--- config.mk ---
export PLATFORM = sky130hd
export DESIGN_NAME = tks_sequencer
export DESIGN_NICKNAME = d
export VERILOG_FILES = /design/src/tks_pkg.sv /design/src/tks_sync.sv /design/src/tks_sequencer.sv
export SDC_FILE = /design/constraint.sdc
export NUM_CORES = 1
export LEC_CHECK = 0
export BUFFER_PORTS_ARGS = -buffer_cell sky130_fd_sc_hd__buf_2
export CAP_MARGIN = 20
export CORE_MARGIN = 4
export CORE_UTILIZATION = 50
export DETAILED_ROUTE_END_ITERATION = 8
export PLACE_DENSITY = 0.69
export SKIP_LAST_GASP = 1
export SLEW_MARGIN = 25
export SYNTH_ARGS = -nofsm -noshare
export SYNTH_HDL_FRONTEND = slang
export SYNTH_SLANG_ARGS = --single-unit
export TNS_END_PERCENT = 30
--- constraint.sdc ---
create_clock -name core_clk -period 4.89 [get_ports core_clk]
set_input_delay 0.489 -clock core_clk [delete_from_list [all_inputs] [get_ports core_clk]]
set_output_delay 0.489 -clock core_clk [all_outputs]
set_load 0.05 [all_outputs]
--- src/tks_pkg.sv ---
package tks_pkg;

    // Core clock period
    localparam int CLK_PERIOD_NS = 25;

    // Relay pull-in or drop-out settle time, and RF hold-off after key release
    localparam int RELAY_SETTLE_NS = 10_000_000;
    localparam int RF_HOLD_NS      = 10_000_000;

    // Least times, so round up to whole cycles and never below one
    localparam int RELAY_SETTLE_CYC =
        (RELAY_SETTLE_NS + CLK_PERIOD_NS - 1) / CLK_PERIOD_NS < 1 ? 1 :
        (RELAY_SETTLE_NS + CLK_PERIOD_NS - 1) / CLK_PERIOD_NS;
    localparam int RF_HOLD_CYC =
        (RF_HOLD_NS + CLK_PERIOD_NS - 1) / CLK_PERIOD_NS < 1 ? 1 :
        (RF_HOLD_NS + CLK_PERIOD_NS - 1) / CLK_PERIOD_NS;

    // Delay counter width, enough for the default counts
    localparam int CNT_W = 20;

    // Synchroniser layout: bit positions of the sampled pins
    localparam int SYNC_W       = 3;
    localparam int SYNC_KEY_BIT = 0;
    localparam int SYNC_TALK_BIT = 1;
    localparam int SYNC_BKI_BIT = 2;

    // Reset values: request lines idle high, break-in off
    localparam logic [SYNC_W-1:0] SYNC_RST_VAL = 3'h3;

    // Sequencer states
    typedef enum logic [2:0] {
        TKS_IDLE       = 3'b000,
        TKS_ANT_SETTLE = 3'b001,
        TKS_IN_SETTLE  = 3'b010,
        TKS_TX         = 3'b011,
        TKS_HOLD       = 3'b100,
        TKS_IN_RELEASE = 3'b101
    } tks_state_type;

endpackage

--- src/tks_sync.sv ---
`timescale 1ns/1ps
module tks_sync (
    core_clk,
    rst,
    async_in,
    sync_out
);
    import tks_pkg::*;

    input  wire logic              core_clk;
    input  wire logic              rst;
    input  wire logic [SYNC_W-1:0] async_in;
    output logic      [SYNC_W-1:0] sync_out;

    logic [SYNC_W-1:0] meta_q;
    logic [SYNC_W-1:0] stable_q;

    ////////////////////////////////////////////////////////////////////////////
    // Two flops per pin; the first stage is read only by the second
    for (genvar i = 0; i < SYNC_W; i++) begin : g_bit
        always_ff @(posedge core_clk) begin
            if (rst) begin
                meta_q[i]   <= SYNC_RST_VAL[i];
                stable_q[i] <= SYNC_RST_VAL[i];
            end else begin
                meta_q[i]   <= async_in[i];
                stable_q[i] <= meta_q[i];
            end
        end
    end

    assign sync_out = stable_q;

endmodule // tks_sync

--- src/tks_sequencer.sv ---
`timescale 1ns/1ps
// Summary of operation
// - Break-in key request pulls antenna relay to transmit
// - Break-in grant asserted only after relays transmit
// - Hold-off after key release before relays return
// - Talk request: antenna relay switches first
// - Input relay only after antenna relay settled
// - Talk release: input relay off, then antenna
// - Break-in select picks which request drives sequencer
// - Key pulse delayed until relays reach transmit
// - Grant released immediately when the selected request drops
// - Relays held in transmit until RF ceases
// - Break-in mode ignores talk request entirely
// - Key request ignored outside break-in mode
module tks_sequencer #(
    parameter int SETTLE_CYC = tks_pkg::RELAY_SETTLE_CYC,
    parameter int HOLD_CYC   = tks_pkg::RF_HOLD_CYC
) (
    core_clk,
    rst,
    key_request_n,
    talk_request_input_n,
    full_break_in_select,
    antenna_relay_q,
    input_relay_q,
    key_grant_n_q,
    transmit_busy_q
);
    import tks_pkg::*;

    input  wire logic core_clk;
    input  wire logic rst;
    input  wire logic key_request_n;
    input  wire logic talk_request_input_n;
    input  wire logic full_break_in_select;
    output logic      antenna_relay_q;
    output logic      input_relay_q;
    output logic      key_grant_n_q;
    output logic      transmit_busy_q;

    localparam logic [CNT_W-1:0] SETTLE_LOAD = CNT_W'(SETTLE_CYC - 1);
    localparam logic [CNT_W-1:0] HOLD_LOAD   = CNT_W'(HOLD_CYC - 1);

    logic [SYNC_W-1:0] pins_s;
    wire  logic        key_n_s;
    wire  logic        talk_n_s;
    wire  logic        bki_s;
    wire  logic        request;
    wire  logic        cnt_done;
    wire  logic        state_change;
    wire  logic        load_hold;

    tks_state_type     state_q;
    tks_state_type     state_d;
    logic [CNT_W-1:0]  cnt_q;
    logic [CNT_W-1:0]  cnt_d;
    logic              mode_q;
    logic              mode_d;
    logic              antenna_d;
    logic              input_d;
    logic              grant_n_d;

    ////////////////////////////////////////////////////////////////////////////
    // Pins come from the exciter side, so they pass a synchroniser first
    tks_sync u_sync (
        .core_clk (core_clk),
        .rst      (rst),
        .async_in ({full_break_in_select, talk_request_input_n, key_request_n}),
        .sync_out (pins_s)
    );

    assign key_n_s  = pins_s[SYNC_KEY_BIT];
    assign talk_n_s = pins_s[SYNC_TALK_BIT];
    assign bki_s    = pins_s[SYNC_BKI_BIT];

    // Mode select steers exactly one request into the sequencer
    assign request = bki_s ? !key_n_s : !talk_n_s;

    ////////////////////////////////////////////////////////////////////////////
    // Delay counter: reload on each state change, else count down to zero
    assign cnt_done     = (cnt_q == '0);
    assign state_change = (state_d != state_q);
    assign load_hold    = (state_d == TKS_HOLD);
    assign cnt_d = state_change ? (load_hold ? HOLD_LOAD : SETTLE_LOAD)
                 : (cnt_done ? cnt_q : cnt_q - CNT_W'(1));

    // Mode is frozen at the start of a sequence for the grant only; the request
    // still follows the live select, so a switch flip mid-over swaps sources
    assign mode_d = (state_q == TKS_IDLE) ? bki_s : mode_q;

    ////////////////////////////////////////////////////////////////////////////
    // Sequencer next state
    always_comb begin
        state_d = state_q;
        case (state_q)
            TKS_IDLE: begin
                if (request) begin
                    state_d = TKS_ANT_SETTLE;
                end
            end
            TKS_ANT_SETTLE: begin
                if (cnt_done) begin
                    state_d = request ? TKS_IN_SETTLE : TKS_IDLE;
                end
            end
            TKS_IN_SETTLE: begin
                if (cnt_done) begin
                    state_d = request ? TKS_TX : TKS_IN_RELEASE;
                end
            end
            TKS_TX: begin
                if (!request) begin
                    state_d = TKS_HOLD;
                end
            end
            TKS_HOLD: begin
                if (request) begin
                    state_d = TKS_TX; // Re-key while relays still in transmit
                end else if (cnt_done) begin
                    state_d = TKS_IN_RELEASE;
                end
            end
            TKS_IN_RELEASE: begin
                if (cnt_done) begin
                    state_d = TKS_IDLE;
                end
            end
            default: begin
                state_d = TKS_IDLE;
            end
        endcase
    end

    // Relay and grant levels follow the next state so outputs are registered
    assign antenna_d = (state_d != TKS_IDLE);
    assign input_d   = (state_d == TKS_IN_SETTLE) || (state_d == TKS_TX)
                    || (state_d == TKS_HOLD);
    assign grant_n_d = !((state_d == TKS_TX) && mode_d);

    ////////////////////////////////////////////////////////////////////////////
    // State registers
    always_ff @(posedge core_clk) begin
        if (rst) begin
            state_q <= TKS_IDLE;
            cnt_q   <= '0;
            mode_q  <= 1'b0;
        end else begin
            state_q <= state_d;
            cnt_q   <= cnt_d;
            mode_q  <= mode_d;
        end
    end

    // Output registers
    always_ff @(posedge core_clk) begin
        if (rst) begin
            antenna_relay_q <= 1'b0;
            input_relay_q   <= 1'b0;
            key_grant_n_q   <= 1'b1;
            transmit_busy_q <= 1'b0;
        end else begin
            antenna_relay_q <= antenna_d;
            input_relay_q   <= input_d;
            key_grant_n_q   <= grant_n_d;
            transmit_busy_q <= (state_d == TKS_TX);
        end
    end
endmodule // tks_sequencer

## Word level (Yosys, flattened, before mapping)

Index checks and enable logic that the tools add are counted.

| operators by class | value |
|---|---|
| add/sub/neg operators | 1 |
| eq/ne operators | 10 |
| multiplexer cells | 14 |
| reduce and logical (&&, ||, !) cells | 10 |

Operators with widths:

| operator | number |
|---|---|
| 19-bit 2-to-1 mux | 2 |
| 3-bit 2-to-1 mux | 8 |
| 20-bit logical NOT | 1 |
| 20-bit by 1-bit subtractor with 20-bit output (second input constant) | 1 |
| 3-bit case mux with 6 select lines | 1 |
| 3-bit by 2-bit equality test with 1-bit output (second input constant) | 4 |
| 3-bit equality test (second input constant) | 3 |
| 3-bit by 1-bit equality test with 1-bit output (second input constant) | 1 |
| 1-bit logical NOT | 3 |
| 3-bit logical NOT | 1 |
| 3-bit inequality test | 1 |
| 3-bit nonzero test | 1 |
| 1-bit logical OR | 2 |
| 1-bit 2-to-1 mux | 2 |
| 2-bit 2-to-1 mux | 1 |
| 2-bit by 1-bit inequality test with 1-bit output (second input constant) | 1 |
| 2-bit OR reduction | 1 |
| 1-bit logical AND | 1 |

| word-level totals | value |
|---|---|
| bits in registers | 34 |
| bits of input ports | 5 |
| output and inout bits | 4 |
| word-level logic and storage cells | 49 |

## Longest topological paths before layout

Gate-level depths: netlist of the first run.

| logic depth | value |
|---|---|
| depth in word-level cells | 8 |
| mapped depth | 9 |
| mapped depth without buffers | 7 |

## By module

Synthesis of the first run repeated with hierarchy kept, for this count alone.

| unflattened totals | value |
|---|---|
| cell total of the unflattened synthesis | 188 |
| area total of the unflattened synthesis | 1,689.1 um2 |

Modules (own cells, without submodules):

| module | instances | cells an instance | area an instance (um2) | seq. area each (um2) |
|---|---|---|---|---|
| tks_sequencer | 1 | 176 | 1,531.5 | 560.5 |
| tks_sync | 1 | 12 | 157.7 | 120.1 |

## Worst setup path before layout of the first run

Ideal clock, no wire load.

| timing path | value |
|---|---|
| path kind | register to register |
| from | reg cnt_q[0] |
| to | reg key_grant_n_q |
| library setup time | 124 ps |
| arrival time | 1,850 ps |
| data required time | 4,766 ps |
| slack | 2,916 ps |
| stages on the path, launching flop included | 8 |
| buffers on the path | 0 |
| clock period less this slack | 1,974 ps |
| path through | dfxtp_1 > inv_1 > ha_1 > nor3b_4 > nand3_2 > nor2_1 > o21ai_0 > a2111o_1 |

| on the way | value |
|---|---|
| word-level cells in the longest chain between the ends | 7 |
| elaborated cells on any way between the ends | 10 |
| classes of those cells | eq/ne: 1; mux: 6; reduce/logical: 3 |

RTL lines:

| element | RTL line | RTL |
|---|---|---|
| start, declared | tks_sequencer.sv:55 | `logic [CNT_W-1:0] cnt_q;` |
| start signal, assigned | tks_sequencer.sv:149 | `cnt_q <= cnt_d;` |
| 20-bit logical NOT * | tks_sequencer.sv:81 | `assign cnt_done = (cnt_q == '0);` |
| 3-bit 2-to-1 mux | tks_sequencer.sv:119 | `end else if (cnt_done) begin` |
| 3-bit 2-to-1 mux | tks_sequencer.sv:117 | `if (request) begin` |
| 3-bit case mux with 6 select lines * | tks_sequencer.sv:95 | `case (state_q)` |
| 3-bit by 2-bit equality test with 1-bit output * | tks_sequencer.sv:138 | `assign grant_n_d = !((state_d == TKS_TX) && mode_d);` |
| 1-bit logical AND * | tks_sequencer.sv:138 |  |
| 1-bit logical NOT * | tks_sequencer.sv:138 |  |
| end signal, assigned | tks_sequencer.sv:164 | `key_grant_n_q <= grant_n_d;` |
| end, declared | tks_sequencer.sv:38 | `output logic key_grant_n_q;` |

Every way passes the cells marked *; elsewhere a longest branch is shown, timed or not.
A chain may end at the register's enable or synchronous reset.

## Worst setup path in the final report of the first run

| timing path | value |
|---|---|
| from | reg cnt_q[0] |
| to | reg cnt_q[14] |

| on the way | value |
|---|---|
| word-level cells in the longest chain between the ends | 6 |
| elaborated cells on any way between the ends | 10 |
| classes of those cells | add/sub: 1; eq/ne: 1; mux: 6; reduce/logical: 2 |

RTL lines:

| element | RTL line | RTL |
|---|---|---|
| 20-bit logical NOT | tks_sequencer.sv:81 |  |
| 3-bit 2-to-1 mux | tks_sequencer.sv:119 |  |
| 3-bit 2-to-1 mux | tks_sequencer.sv:117 |  |
| 3-bit case mux with 6 select lines | tks_sequencer.sv:95 |  |
| 3-bit inequality test | tks_sequencer.sv:82 | `assign state_change = (state_d != state_q);` |
| 2-bit OR reduction (no source line) | n/a |  |

Several ways; a longest one is shown, not always the timed one.

==> flow_summary.ini, run 1 <==
[status]
status = finished, final reports clean

[logic_synthesis]
synth_top_family_by_area = simple AND/OR/NAND/NOR gates
synth_edf_count = 0
synthAdderAreaFrac = 0.007174
synthTopCellsByArea = dfxtp_1 (39%), xor2_1 (4.5%), a21oi_1 (3.7%)
synth.net_count = 200
ys_ff_latch = 34
synthXorXnorAreaFrac = 0.07030
ys.flop_type = dfxtp_1
syn_area_sq_um = 1744
syn_area_per_cell_sq_um = 8.991
ys_seq_area_frac = 0.3902
synth_warnings = 0
synth_area_leader_cell = dfxtp_1
synth_mux_area_frac = 0.02367
ys_types = 48
syn_inst = 194
synthArstFlopShare = 0
synthSimpleGateAreaFrac = 0.2898
synth-compound-area-share = 0.1836
yosys.area.top_type_share = 0.3902

[global_routing]
gr-total-overflow = 0
grt_pass1_vias = 1414
grt_pass1_wl_um = 6513
grt_start_max_net_pins = 36
antenna_found_initial = 0
grt_usage = 0.1922

[power_and_ir_drop]
powerDensity_nw_per_um2 = 763.1
p_total_mw = 1.457
p_leak_nw = 0.6945
peakVddDrop_uv = 417.7

[clock_network]
numCtsBuffers = 5
cts_resized = 0
cts_setup_buffers = 0
cts_tree = yes
htree_num_levels = 2
worstSkewPairLatency_ns = 0.35
root_buffer = clkbuf_4
clock_sinks = 34
clk_pin_slew_ns = 0.11
hold_buffers = 0
clk_path_buf_depth = 2

[timing]
skew_ns = 0.003286
slew_violations = 0
setup_ws_ns = 2.561
relSlewSlack = 0.4987
fin_crit_ns = 2.329
fin_crit_sh = 0.4763
worstMarginPinSlew_ns = 0.7450
grt_setup_unrepaired = false
setup_viol = 0
tns_ns = 0
max_freq_mhz = 429.3
hold_viol = 0

[critical_path]
reg2reg_depth = 7
critPathKind = register to register
required_ns = 5.11
cp_data_arrival_time_ns = 2.55
endpoint_kind = register
worstSetupStartpointType = register
regToRegSetupSlack_ns = 2.56
critPathMaxFanout = 12

[placed_design]
pre_cts_ws_ns = 2.578
io_buffer_count = 8
dp_hpwl_um = 2532
gp_congestion = 0.8864
dp.cells = 239

[routing]
finalWirelength_um = 3683
drtIter0Drc = 118
dr.pass1.iters = 4
drc_errors = 0
antenna_left = 0
vias = 1471
drt-wirelength-per-cell_um = 14.91
vias_per_cell = 5.955

[cells_and_area]
finalNonFillerCells = 247
fin_nets = 206
diodes = 0
fillCellCount = 330
drive_gt1_frac = 0.1642
area_growth_pct = 9.469
regArea_sq_um = 680.7
multi_input_area_sq_um = 1002

[die]
rows = 21
die_h_um = 67.06
die_w_um = 67.06
ios = 9
start_util = 0.5186
core-area_sq_um = 3363
dieArea_sq_um = 4497

[job]
cap_violations = 0

[min_path]
min_path_type = input pin to register
holdPathStages = 2
==> cells by family (layout without fill, tap and decap cells) <==
family                     count (synthesis)  in the layout
xor gates and xnor gates                  14             14
adders and majority gates                  1              1
muxes                                      4              4
DFF                                       34             34
buffers and inverters                     14             21
and+or+nand+nor                           80             80
AOI/OAI and AO/OA                         47             47
==> path summary, 6_finish.rpt <==
check                    from                 end
max                  cnt_q[0]           cnt_q[14]
min             key_request_n    u_sync.meta_q[0]
max reg2reg          cnt_q[0]           cnt_q[14]
min reg2reg  u_sync.meta_q[0]  u_sync.sync_out[0]
==> cell type report <==
cell class	instances	share of cell area
clock inverter	3	0.03604
sequential	34	0.3565
clock buffer	5	0.01966
inverter	4	0.007864
multi-input combinational	146	0.5249
timing repair buffer	9	0.02490
tap	46	0.03014
==> cells in the final DEF, fill, tap and decap left out, types with 2 or more instances in the layout <==
cell       netlist  layout
dfxtp_1         34      34
nor2_1          17      17
nor3_1          13      13
a21oi_1         13      13
o21ai_0         11      11
xor2_1           9       9
nand3_1          8       8
buf_2            1       8
a31oi_1          6       6
nand2_1          5       5
and2_1           5       5
xnor2_1          5       5
or2_2            5       5
o211ai_1         5       5
clkbuf_4         0       5
inv_1            4       4
nand3b_1         4       4
or4_1            3       3
mux2i_1          3       3
nor2b_1          3       3
nor4_4           2       2
a211oi_1         2       2
and3_1           2       2
nand2b_1         2       2
bufinv_16        0       2
==> worst max-delay path, stage by stage (launching register included) <==
cell and delay [ns]:
dfxtp_1 0.35, inv_1 0.10, ha_1 0.19, nor3b_4 0.39
nand4_4 0.26, o311ai_2 0.36, o311a_1 0.45, nor3_1 0.10
==> routing by layer <==
metal | GRT usage | part of all wire | vias up
li1 | - | - | 728
met1 | 0.2377 | 0.45 | 700
met2 | 0.3031 | 0.49 | 35
met3 | 0.05059 | 0.044 | 8
met4 | 0.09873 | 0.018 | 0
met5 | 0 | 0 | -
==> power breakdown <==
group          switching [mW]  leakage (nW)  total [mW]  internal, mW
Combinational           0.452         0.361       0.741         0.289
Sequential             0.0992         0.279       0.453         0.354
Clock                   0.103        0.0554       0.263         0.160
==> cell usage after synthesis, types with 2 or more instances <==
library cell and number:
a211oi_1 2, a21oi_1 13, a31oi_1 6, and2_1 5, and3_1 2, clkbuf_1 8, dfxtp_1 34, inv_1 4
mux2i_1 3, nand2_1 5, nand2b_1 2, nand3_1 8, nand3b_1 4, nor2_1 17, nor2b_1 3, nor3_1 13
nor4_4 2, o211ai_1 5, o21ai_0 11, or2_2 5, or4_1 3, xnor2_1 5, xor2_1 9
==> through the flow <==
step / cell area, sq um / utilization / hold WS, ns
finish: 1909 / 0.5677 / 0.3136
detailed placement: 1803 / 0.5361 / 0.3932
CTS: 1909 / 0.5677 / 0.3019
floorplan: 1744 / - / 0.3895
global route: 1909 / 0.5677 / 0.3006
global placement: 1803 / 0.5361 / 0.3925
==> state kept, by name, summed over array words and instances (netlist names) <==
signal           count
input_relay_q        1
transmit_busy_q      1
state_q              3
key_grant_n_q        1
antenna_relay_q      1
u_sync.meta_q        3
cnt_q               20
mode_q               1
u_sync.sync_out      3
No activity file was read; power rests on OpenSTA's default activity.
==> run 2: changes to the inputs <==
--- a/config.mk
+++ b/config.mk
@@ -5,12 +5,13 @@
 export SDC_FILE = /design/constraint.sdc
 export NUM_CORES = 1
 export LEC_CHECK = 0
+export ABC_AREA = 1
 export BUFFER_PORTS_ARGS = -buffer_cell sky130_fd_sc_hd__buf_2
 export CAP_MARGIN = 20
 export CORE_MARGIN = 4
 export CORE_UTILIZATION = 50
 export DETAILED_ROUTE_END_ITERATION = 8
-export PLACE_DENSITY = 0.69
+export PLACE_DENSITY = 0.72
 export SKIP_LAST_GASP = 1
 export SLEW_MARGIN = 25
 export SYNTH_ARGS = -nofsm -noshare
==> constraint.sdc (replaced) <==
create_clock -name core_clk -period 2 [get_ports core_clk]
set_input_delay 0.2 -clock core_clk [delete_from_list [all_inputs] [get_ports core_clk]]
set_output_delay 0.2 -clock core_clk [all_outputs]
set_load 0.05 [all_outputs]
==> run 2 against run 1 <==
Fmax increased by 27%; critical path type unchanged; critical endpoint is now cnt_q[0]; via count decreased by 2.2%; utilization up 0.89 points; register-to-register slack got worse by 2.4 ns.
==> flow_summary.ini, run 2 <==
[cells_and_area]
drive_gt1_frac = 0.2353
fin_nets = 260
diodes = 0
final_cell_area_sq_um = 1939
largest_reg_flops = 20
finalNonFillerCells = 301
utilization = 0.5766
layout_common_cells = nor2_1 (50), nand2_1 (46), dfxtp_1 (34)
area_growth_pct = 10.24
top_register = cnt_q
fillCellCount = 338
layout_commonest_cell = nor2_1

[timing]
worstMarginPinSlew_ns = 0.4572
max_freq_mhz = 545.8
setup_viol = 0
fin_crit_sh = 0.9160
grt_setup_unrepaired = false
relSlewSlack = 0.6952
fin_crit_ns = 1.832
tns_ns = 0
hold_slack_ns = 0.02766
slew_violations = 0
hold_viol = 0
setup_ws_ns = 0.1680
skew_ns = 0.007490

[die]
die_w_um = 67.32
ios = 9
rows = 21
start_util = 0.5231
die_h_um = 67.32
dieArea_sq_um = 4531
core-area_sq_um = 3363

[logic_synthesis]
synth_edf_count = 0
syn_area_sq_um = 1759
synthTopCellsByArea = dfxtp_1 (39%), nor2_1 (11%), nand2_1 (9.8%)
ys_types = 27
yosys-top-cells-count = nor2_1 (50), nand2_1 (46), dfxtp_1 (34)
synth_warnings = 0
syn_area_per_cell_sq_um = 7.361
synth_most_common_cell = nor2_1
syn_inst = 239
ys_seq_area_frac = 0.3869
synth.net_count = 245
ys.flop_type = dfxtp_1
yosys.area.top_type_share = 0.3869
synthArstFlopShare = 0
synth_area_leader_cell = dfxtp_1
ys_ff_latch = 34

[critical_path]
critPathMaxFanout = 12
cp_data_arrival_time_ns = 2.06
r2r_start = cnt_q[17]
endpoint_kind = register
rr_endpoint = cnt_q[0]
worstSetupStartpointType = register
regToRegSetupSlack_ns = 0.17
required_ns = 2.22
reg2reg_depth = 11
crit_end = cnt_q[0]
crit_path_start = cnt_q[17]
critPathKind = register to register

[routing]
drtIter0Drc = 105
dr.pass1.iters = 4
drc_errors = 0
antenna_left = 0
vias_per_cell = 4.781
finalWirelength_um = 3203
drt-wirelength-per-cell_um = 10.64
vias = 1439

[clock_network]
cts_setup_buffers = 0
hold_buffers = 0
cts_tree = yes
clk_path_buf_depth = 2
htree_num_levels = 2
worstSkewPairLatency_ns = 0.34
clk_pin_slew_ns = 0.11
root_buffer = clkbuf_4
cts_resized = 0
clock_sinks = 34
numCtsBuffers = 5

[power_and_ir_drop]
powerDensity_nw_per_um2 = 1071
p_total_mw = 2.077
p_leak_nw = 0.9152
peakVddDrop_uv = 546.7

[min_path]
min_path_type = input pin to register

[placed_design]
pre_cts_ws_ns = 0.2064
io_buffer_count = 8
gp_congestion = 0.9369
dpl-instance-area_sq_um = 1857
dp_hpwl_um = 2400
dp.cells = 293

[status]
status = finished, final reports clean

[global_routing]
grt_pass1_wl_um = 5727
antenna_found_initial = 0
grt_usage = 0.1688
grt_start_max_net_pins = 25
gr-total-overflow = 0
grt_pass1_vias = 1323

[job]
cap_violations = 0
[run 2: worst min path at each step]
stage                                    start          endpoint  slack, ns  cells after the start
after floorplan                            rst        state_q[2]       0.28                      1
after global placement    talk_request_input_n  u_sync.meta_q[1]       0.38                      2
after detailed placement  talk_request_input_n  u_sync.meta_q[1]       0.39                      2
after CTS                 talk_request_input_n  u_sync.meta_q[1]       0.01                      2
after global routing             key_request_n  u_sync.meta_q[0]      0.004                      2
final                     talk_request_input_n  u_sync.meta_q[1]       0.03                      2
[run 2: power breakdown]
part	internal, mW	switching, mW	leakage [nW]	total, mW
logic	0.281	0.454	0.598	0.735
clock network	0.262	0.244	0.0374	0.506
registers	0.757	0.0791	0.280	0.836
[run 2: per-layer routing]
layer,global-route usage,part of all wire,wire [um]
met5,0,0,0
met4,0.07342,0.020,64
met3,0.05657,0.055,175
met2,0.2429,0.42,1334
met1,0.2285,0.51,1629
[run 2: cells by family (layout without fill, tap and decap cells)]
kind of cell               after synthesis  in the layout  synth area share
and+or+nand+nor                        151            151            0.4189
xor gates and xnor gates                16             16           0.07966
adders and majority gates                1              1          0.007111
buffers and inverters                   27             43           0.06614
DFF                                     34             34            0.3869
AOI/OAI and AO/OA                       10             10           0.04126
[run 2: area by class of cell]
cell class | instances | area [sq um] | share of cell area
multi-input cells | 178 | 962.2 | 0.4961
flip-flops and latches | 34 | 680.7 | 0.3510
inverters | 23 | 86.33 | 0.04452
repair buffers | 12 | 70.07 | 0.03613
well taps | 46 | 57.56 | 0.02968
clock inverters | 3 | 45.04 | 0.02323
clock buffers | 5 | 37.54 | 0.01935
[run 2: critical path, cell delays in order (launching register included)]
cell	delay (ns)
dfxtp_1	0.36
nor2_1	0.19
nand2_1	0.12
nor2_4	0.13
nand3_4	0.14
a21oi_4	0.18
nand2_2	0.10
nand2_2	0.09
nand3_2	0.07
buf_4	0.20
nor2_1	0.10
nor2_1	0.04
